**src/design/dmee_defs.svh**
```systemverilog
// constants for the dual-mode eeprom serial access block
`ifndef DMEE_DEFS_SVH
`define DMEE_DEFS_SVH
`define DMEE_DEV_ADDR 7'h50
`define DMEE_ADDR_W 7
`define DMEE_DEPTH 128
`define DMEE_WRITE_TIME_NS 5000
`define DMEE_CLK_NS 4
`define DMEE_WRITE_CYCLES ((`DMEE_WRITE_TIME_NS + `DMEE_CLK_NS - 1) / `DMEE_CLK_NS)
`define DMEE_PAGE_MASK 7'h07
`endif

```
**src/design/dmee_pkg.sv**
```systemverilog
// types of the dual-mode eeprom serial access block
package dmee_pkg;
  typedef enum logic [2:0] {
    ST_IDLE, ST_CTRL, ST_WADDR, ST_WDATA, ST_RDATA, ST_RACK, ST_IGNORE
  } dmee_state_type;
  typedef struct packed {
    logic scl;
    logic sda;
    logic aux;
  } dmee_pins_type;
endpackage

```
**src/design/dmee_sync.sv**
```systemverilog
// two-flop synchroniser for the three pin inputs
module dmee_sync
  import dmee_pkg::*;
(
  // clock and reset
  input wire logic CLK_SYS,
  input wire logic RESET,
  // pins
  input wire dmee_pins_type PINS_ASYNC,
  output dmee_pins_type PINS_SYNC
);
  typedef struct packed {
    dmee_pins_type s1;
    dmee_pins_type s2;
  } dmee_sync_state_type;
  dmee_sync_state_type r, next_r;
  always_comb begin
    next_r.s1 = PINS_ASYNC;
    next_r.s2 = r.s1;
  end
  always_ff @(posedge CLK_SYS) begin
    if (RESET) begin
      r <= '{s1: 3'b111, s2: 3'b111};
    end else begin
      r <= next_r;
    end
  end
  assign PINS_SYNC = r.s2;
endmodule // dmee_sync

```
**src/design/dmee_top.sv**
```systemverilog
// serial access logic of a dual-mode eeprom: two-wire slave and transmit-only stream
// Operation
// - no acknowledge at all while write cycle runs
// - stop after write data starts timed write
// - acknowledge control byte once write completes
// - array writes only while aux clock high
// - read bit one selects read command
// - pointer holds last accessed address plus one
// - read: acknowledge, send byte, stop on nack
// - repeated start drops write, keeps pointer
// - master acknowledge sends next sequential byte
// - pointer increments after each byte operation
// - data line only pulled low or released
// - data changes while clock high are start/stop
// - stream mode only outputs data, no commands
// - clock falling edge leaves stream mode
// - stream shifts bit per aux rising edge
// - respond only to own seven-bit address
// - bidirectional mode sticks until power cycle
`include "dmee_defs.svh"
module dmee_top
  import dmee_pkg::*;
(
  // clock and reset
  input wire logic CLK_SYS,
  input wire logic RESET,
  // two-wire bus pins
  input wire logic SCL,
  input wire logic SDA_IN,
  output logic SDA_OUT,
  output logic SDA_OE,
  // stream clock pin
  input wire logic AUX_SHIFT_CLOCK,
  // status
  output logic BIDIR_MODE,
  output logic WRITE_BUSY
);
  localparam int WR_CYC = `DMEE_WRITE_CYCLES;
  typedef struct packed {
    dmee_pins_type prev;
    logic bidir;
    dmee_state_type st;
    logic [3:0] bitcnt;
    logic [7:0] shreg;
    logic rw;
    logic [6:0] ptr;
    logic [7:0] wbuf;
    logic wpend;
    logic [6:0] waddr;
    logic [15:0] wtimer;
    logic sda_low;
    logic [2:0] sbit;
  } dmee_state_struct_type;
  dmee_state_struct_type r, next_r;
  logic [7:0] mem [`DMEE_DEPTH];
  dmee_pins_type p;
  logic scl_rise, scl_fall, start_c, stop_c, aux_rise, busy, do_store;
  dmee_pins_type pin_raw;
  // raw pins bundled first so the port sees a plain struct
  assign pin_raw = '{scl: SCL, sda: SDA_IN, aux: AUX_SHIFT_CLOCK};
  dmee_sync u_sync (
    .CLK_SYS(CLK_SYS),
    .RESET(RESET),
    .PINS_ASYNC(pin_raw),
    .PINS_SYNC(p)
  );
  assign scl_rise = p.scl & ~r.prev.scl;
  assign scl_fall = ~p.scl & r.prev.scl;
  assign start_c = p.scl & r.prev.scl & r.prev.sda & ~p.sda;
  assign stop_c = p.scl & r.prev.scl & ~r.prev.sda & p.sda;
  assign aux_rise = p.aux & ~r.prev.aux;
  assign busy = r.wtimer != 16'h0000;
  always_comb begin
    next_r = r;
    next_r.prev = p;
    do_store = 1'b0;
    if (busy) begin
      next_r.wtimer = r.wtimer - 16'h0001;
    end
    if (!r.bidir) begin
      if (scl_fall) begin
        next_r.bidir = 1'b1;
        next_r.st = ST_IGNORE;
        next_r.sda_low = 1'b0;
      end else if (aux_rise) begin
        // stream data only; nothing is ever decoded in this mode
        next_r.sda_low = ~mem[r.ptr][3'd7 - r.sbit];
        next_r.sbit = r.sbit + 3'd1;
        if (r.sbit == 3'd7) begin
          next_r.ptr = r.ptr + 7'h01;
        end
      end
    end else if (start_c) begin
      // repeated start drops any pending write data but keeps ptr
      next_r.st = ST_CTRL;
      // start's own clock fall is not a bit: the marker wraps to zero on it
      next_r.bitcnt = 4'hF;
      next_r.wpend = 1'b0;
      next_r.sda_low = 1'b0;
    end else if (stop_c) begin
      if (r.wpend && r.st == ST_WDATA && p.aux) begin
        do_store = 1'b1;
        next_r.wtimer = 16'(WR_CYC);
      end
      next_r.wpend = 1'b0;
      next_r.st = ST_IDLE;
      next_r.sda_low = 1'b0;
    end else if (scl_rise && r.st != ST_IDLE && r.st != ST_IGNORE) begin
      if (r.bitcnt < 4'h8) begin
        // outgoing read byte must stay put, its bits are picked by index
        if (r.st != ST_RDATA) begin
          next_r.shreg = {r.shreg[6:0], p.sda};
        end
      end else if (r.st == ST_RDATA && p.sda) begin
        next_r.st = ST_IGNORE; // master nack ends the read
      end
      if (r.st == ST_RDATA && r.bitcnt == 4'h8 && !p.sda) begin
        next_r.st = ST_RACK;
      end
      // aux low during transfer spoils the write
      if (!p.aux) begin
        next_r.wpend = 1'b0;
      end
    end else if (scl_fall && r.st != ST_IDLE && r.st != ST_IGNORE) begin
      next_r.bitcnt = (r.bitcnt == 4'h8) ? 4'h0 : r.bitcnt + 4'h1;
      next_r.sda_low = 1'b0;
      if (r.bitcnt == 4'h7) begin
        unique case (r.st)
          ST_CTRL: begin
            if (r.shreg[7:1] == `DMEE_DEV_ADDR && !busy) begin
              next_r.sda_low = 1'b1;
              next_r.rw = r.shreg[0];
            end else begin
              next_r.st = ST_IGNORE;
            end
          end
          ST_WADDR: begin
            next_r.ptr = r.shreg[6:0];
            next_r.sda_low = 1'b1;
          end
          ST_WDATA: begin
            next_r.waddr = r.ptr;
            next_r.wbuf = r.shreg;
            next_r.wpend = p.aux;
            next_r.ptr = r.ptr + 7'h01;
            next_r.sda_low = 1'b1;
          end
          default: begin
            next_r.sda_low = 1'b0; // read byte done, release for master ack
          end
        endcase
      end else if (r.bitcnt == 4'h8) begin
        unique case (r.st)
          ST_CTRL: next_r.st = r.rw ? ST_RACK : ST_WADDR;
          ST_WADDR: next_r.st = ST_WDATA;
          default: next_r.st = r.st;
        endcase
      end
      if (next_r.st == ST_RACK && r.bitcnt == 4'h8) begin
        next_r.st = ST_RDATA;
        next_r.shreg = mem[r.ptr];
        next_r.ptr = r.ptr + 7'h01;
        next_r.sda_low = ~mem[r.ptr][7];
        next_r.bitcnt = 4'h0;
      end else if (r.st == ST_RDATA && r.bitcnt < 4'h7) begin
        next_r.sda_low = ~r.shreg[6 - r.bitcnt[2:0]];
      end
    end
    next_r.bidir = next_r.bidir | r.bidir;
  end
  always_ff @(posedge CLK_SYS) begin
    if (RESET) begin
      r <= '{prev: 3'b111, bidir: 1'b0, st: ST_IDLE, default: '0};
    end else begin
      r <= next_r;
    end
  end
  always_ff @(posedge CLK_SYS) begin
    if (do_store) begin
      mem[r.waddr] <= r.wbuf;
    end
  end
  assign SDA_OUT = 1'b0;
  assign SDA_OE = r.sda_low;
  assign BIDIR_MODE = r.bidir;
  assign WRITE_BUSY = busy;
  // checks
  bidir_sticky_a: assert property (@(posedge CLK_SYS) disable iff (RESET) r.bidir |=> r.bidir)
    else $error("bidirectional mode was left");
  busy_noack_a: assert property (@(posedge CLK_SYS) disable iff (RESET)
    busy && r.st == ST_CTRL && scl_fall && r.bitcnt == 4'h7 |=> !r.sda_low)
    else $error("acknowledge during write cycle");
  stop_timer_a: assert property (@(posedge CLK_SYS) disable iff (RESET)
    do_store |=> r.wtimer == 16'(WR_CYC))
    else $error("write cycle not started");
  aux_protect_a: assert property (@(posedge CLK_SYS) disable iff (RESET) do_store |-> p.aux)
    else $error("write while aux low");
  stream_mode_a: assert property (@(posedge CLK_SYS) disable iff (RESET)
    !r.bidir && scl_fall |=> r.bidir)
    else $error("clock fall missed mode switch");
  stream_shift_a: assert property (@(posedge CLK_SYS) disable iff (RESET)
    !r.bidir && !scl_fall && aux_rise |=> r.sbit == $past(r.sbit) + 3'd1)
    else $error("stream bit not shifted");
  ptr_step_a: assert property (@(posedge CLK_SYS) disable iff (RESET)
    r.st == ST_RACK && scl_fall && r.bitcnt == 4'h8 |=> r.ptr == $past(r.ptr) + 7'h01)
    else $error("pointer did not advance");
  restart_a: assert property (@(posedge CLK_SYS) disable iff (RESET)
    r.bidir && start_c |=> !r.wpend && r.ptr == $past(r.ptr))
    else $error("repeated start mishandled");
  addr_match_a: assert property (@(posedge CLK_SYS) disable iff (RESET)
    r.st == ST_CTRL && scl_fall && r.bitcnt == 4'h7 && r.shreg[7:1] != `DMEE_DEV_ADDR |=> r.st == ST_IGNORE)
    else $error("foreign address accepted");
  ack_release_a: assert property (@(posedge CLK_SYS) disable iff (RESET)
    r.bidir && stop_c |=> !r.sda_low)
    else $error("data line held after stop");
endmodule // dmee_top

```
**config.mk**
```make
export PLATFORM = sky130hd
export DESIGN_NAME = dmee_top
export DESIGN_NICKNAME = d
export VERILOG_FILES = /design/src/design/dmee_pkg.sv /design/src/design/dmee_sync.sv /design/src/design/dmee_top.sv
export VERILOG_INCLUDE_DIRS = /design/src /design/src/design
export SDC_FILE = /design/constraint.sdc
export NUM_CORES = 1
export LEC_CHECK = 0
export BUFFER_PORTS_ARGS = -buffer_cell sky130_fd_sc_hd__buf_2
export CORE_MARGIN = 1.5
export CORE_UTILIZATION = 40
export CTS_BUF_LIST = sky130_fd_sc_hd__clkbuf_8
export DETAILED_ROUTE_END_ITERATION = 10
export GPL_TIMING_DRIVEN = 1
export SYNTH_ARGS = -nofsm -noshare
export SYNTH_HDL_FRONTEND = slang
export SYNTH_SLANG_ARGS = --single-unit
export TNS_END_PERCENT = 10
```
**constraint.sdc**
```tcl
create_clock -name CLK_SYS -period 2.9 [get_ports CLK_SYS]
set_clock_uncertainty 0.2 [all_clocks]
set_input_delay 0.145 -clock CLK_SYS [delete_from_list [all_inputs] [get_ports CLK_SYS]]
set_output_delay 0.145 -clock CLK_SYS [all_outputs]
set_load 0.005 [all_outputs]
```
==> flow_metrics.py <==
metrics = {
    "setup_path": {
        "cp-end-kind": "flip-flop",
        "crit_arrival_ns": 3.78,
        "r2r_cells": 10,
        "start_kind": "flip-flop",
        "cp.required_ns": 3.45,
        "regToRegSetupSlack_ns": -0.33,
        "crit_fanout": 12,
        "crit_type": "reg2reg",
        "reg2reg_to": "SDA_OE",
    },
    "finish": {
        "area.sequential_um2": 32300,
        "layout_common_cells": "1024 x edfxtp_1, 434 x buf_4, 216 x mux4_2",
        "finalNetCount": 2956,
        "fill_cells": 8908,
        "syn2layout_area_growth_pct": 21.9,
        "instances_no_fill": 4515,
        "multiInputGateArea_um2": 11300,
        "layout.cells.most_common": "edfxtp_1",
        "final_util_pct": 49.2,
        "drive_gt1_share_pct": 34.7,
    },
    "yosys": {
        "synth-edff-count": 1024,
        "ys_seq_elements": 1100,
        "synth.area.mux_share_pct": 14.4,
        "synth-xor-area-share_pct": 0.359,
        "synth_nets": 2392,
        "synth_ff_type": "edfxtp_1",
        "async_reset_ff_share_pct": 0,
        "syn_avg_cell_area_um2": 18.4,
        "synth_seq_area_share_pct": 73.5,
        "synthAdderAreaFrac_pct": 0.171,
        "synthSimpleGateAreaFrac_pct": 5.26,
        "synth.lib_cells_used.distinct": 81,
        "netlist_area_um2": 43900,
        "ys_warn_count": 0,
        "syn_inst": 2381,
        "synth_top_family_by_area": "multiplexers",
        "synth_compound_area_share_pct": 4.44,
    },
    "timing": {
        "max_freq_mhz": 309,
        "setup_ws_ns": -0.332,
        "drv_slew": 0,
        "worst_pin_slew_ns": 0.876,
        "fin_crit_ns": 3.23,
        "final.setup.tns_ns": -2.16,
        "setup_viol": 9,
        "rsz0062_at_grt": "true",
        "slew_headroom_pct": 41.6,
        "timing.hold.ws_ns": 0.219,
        "fin_crit_sh_pct": 111,
        "finalHoldViolations": 0,
    },
    "clocking": {
        "cts_root_buf": "clkbuf_8",
        "numClockSinks": 1100,
        "cts_tree": "built",
        "htreeDepth": 4,
        "clk_pin_slew_worst_paths_ns": 0.06,
        "clk_latency_ns": 0.87,
        "cts_buffer_depth": 3,
        "cts_inserted_buffers": 178,
    },
    "worst_hold_path": {
        "min_to": "BIDIR_MODE",
        "hold_depth": 3,
        "hp-class": "in2reg",
        "hold_start": "RESET",
    },
    "pwr": {
        "p_per_area_nw_per_um2": 612,
        "intPower_mw": 25.2,
        "sw_frac_of_total_pct": 23.1,
        "power_frac_seq_pct": 52.7,
        "switchingPower_mw": 7.58,
        "p_leak_nw": 17.8,
        "peakVddDrop_uv": 518,
        "p_comb_share_pct": 7.0,
        "clkPwrFrac_pct": 40.3,
    },
    "run_status": {
        "failed_checks": "negative setup slack",
        "status": "finished with violations",
    },
    "drt": {
        "drt-initial-drc-count": 2650,
        "drc": 0,
        "drtAntennaViolNets": 0,
        "dr.pass1.iters": 5,
        "vias": 25600,
        "wire_per_inst_um": 26.9,
        "totalWireLength_mm": 122,
        "vias_per_cell": 5.67,
    },
    "die": {
        "rows": 121,
        "start_util_pct": 40.3,
        "die_y_um": 334,
        "die_area_um2": 112000,
        "ios": 9,
        "coreArea_um2": 109000,
        "fp.dieW_um": 334,
    },
    "flow_run": {
        "drv_cap": 0,
    },
    "global_route": {
        "grt_usage_pct": 21.6,
        "grt_antenna_before_repair": 3,
        "grt_pass1_wl_mm": 175,
        "grt_max_degree": 130,
        "grt_pass1_vias": 25800,
        "gr-total-overflow": 0,
    },
    "placement": {
        "place_hpwl_mm": 79.2,
        "routabilityCongestion": 0.901,
        "place_inst": 4141,
        "place_ws_ns": -0.764,
        "port_buffers": 7,
    },
}
final cells by class:
| type | instances | area share [%] |
|---|---|---|
| sequential | 1100 | 60.4 |
| multi-input combinational | 1135 | 21.1 |
| clock buffer | 184 | 4.73 |
| tap | 1414 | 3.31 |
| antenna | 4 | 0.0187 |
| inverter | 18 | 0.126 |
| timing repair buffer | 512 | 8.54 |
| clock inverter | 148 | 1.82 |
kinds of logic (layout without fill, tap and decap cells):
kind of cell / after synthesis / after routing
xor gates and xnor gates: 18 / 18
AOI/OAI and AO/OA: 269 / 269
muxes: 351 / 351
adders and majority gates: 6 / 6
buffers and inverters: 146 / 862
DFF: 1100 / 1100
and+or+nand+nor: 490 / 490
other: 1 / 5
repair_timing:
action,CTS,global route
resized for setup,75,41
setup endpoints to repair,14,66
hold endpoints to repair,61,0
pin swaps,6,9
gates cloned,1,5
buffers inserted,7,15
hold buffers,10,0
registers in the layout (all words and copies together), names as in the netlist, named ones only:
name              flops
mem                1024
SDA_OE                1
u_sync.next_r         3
r                    61
BIDIR_MODE            1
u_sync.PINS_SYNC      3
per-stage QoR:
stage	power (mW)	cell area [um^2]
2_1_floorplan	18.8	43900
3_3_place_gp	19.6	49000
3_5_place_dp	19.7	49000
4_1_cts	32.9	53100
5_1_grt	33.8	53500
6_report	32.8	53500
Yosys cell counts, types with 8 or more instances:
cell type     n  area [um^2]
or2_2        10         62.6
inv_1        16         60.1
nand4_1      10         62.6
nor2_1      221          830
mux2_2        8         90.1
mux2i_1     120         1200
nor3_1       28          140
buf_4        26          195
o21ai_0      23          115
buf_6        12          135
nand2_1      82          308
edfxtp_1   1024        30700
clkbuf_1     55          206
or3_1         9         56.3
nor2b_1      31          194
nor4_1        9         56.3
nand3_1      38          190
buf_2        31          155
a31oi_1      10         62.6
a221oi_1     16          140
dfxtp_1      76         1520
xnor2_1       9         78.8
mux4_2      216         4860
o22ai_1      17          106
xor2_1        9         78.8
a21oi_1      41          205
a22oi_1      57          428
a211oi_1     30          225
nand2b_1      8         50.1
power by group through the flow:
stage	registers, mW	logic (mW)	clock network (mW)
floorplan	17.6	1.20	0
global placement	17.6	2.05	0
detailed placement	17.6	2.09	0
CTS	17.3	2.21	13.5
global route	17.3	2.43	14.1
finish	17.3	2.30	13.2
worst max-delay path by stage:
stage                    from    endpoint  slack (ns)
global route        flip-flop      SDA_OE       -0.46
global placement    flip-flop      SDA_OE       -1.05
floorplan               r[58]  mem[54][0]       -0.10
detailed placement  flip-flop       r[46]       -0.76
finish              flip-flop      SDA_OE       -0.33
CTS                 flip-flop      SDA_OE       -0.33
critical path, stage by stage, from the launching register on:
cell and delay [ns]:
dfxtp_4 0.48, buf_12 0.19, buf_4 0.32, mux4_2 0.28, mux2i_1 0.07, a22oi_1 0.48
a311oi_2 0.19, nor4_2 0.45, o221ai_1 0.23, o31ai_1 0.13, o31ai_2 0.10
routing by layer:
metal	wire [um]	up-vias	GRT usage [%]
met5	0	-	0
met1	50800	13300	30.4
met2	56300	1199	33.1
li1	-	10900	-
met3	10700	223	4.74
met4	3860	0	8.10
Note: power is estimated with default switching activity, not from simulation.
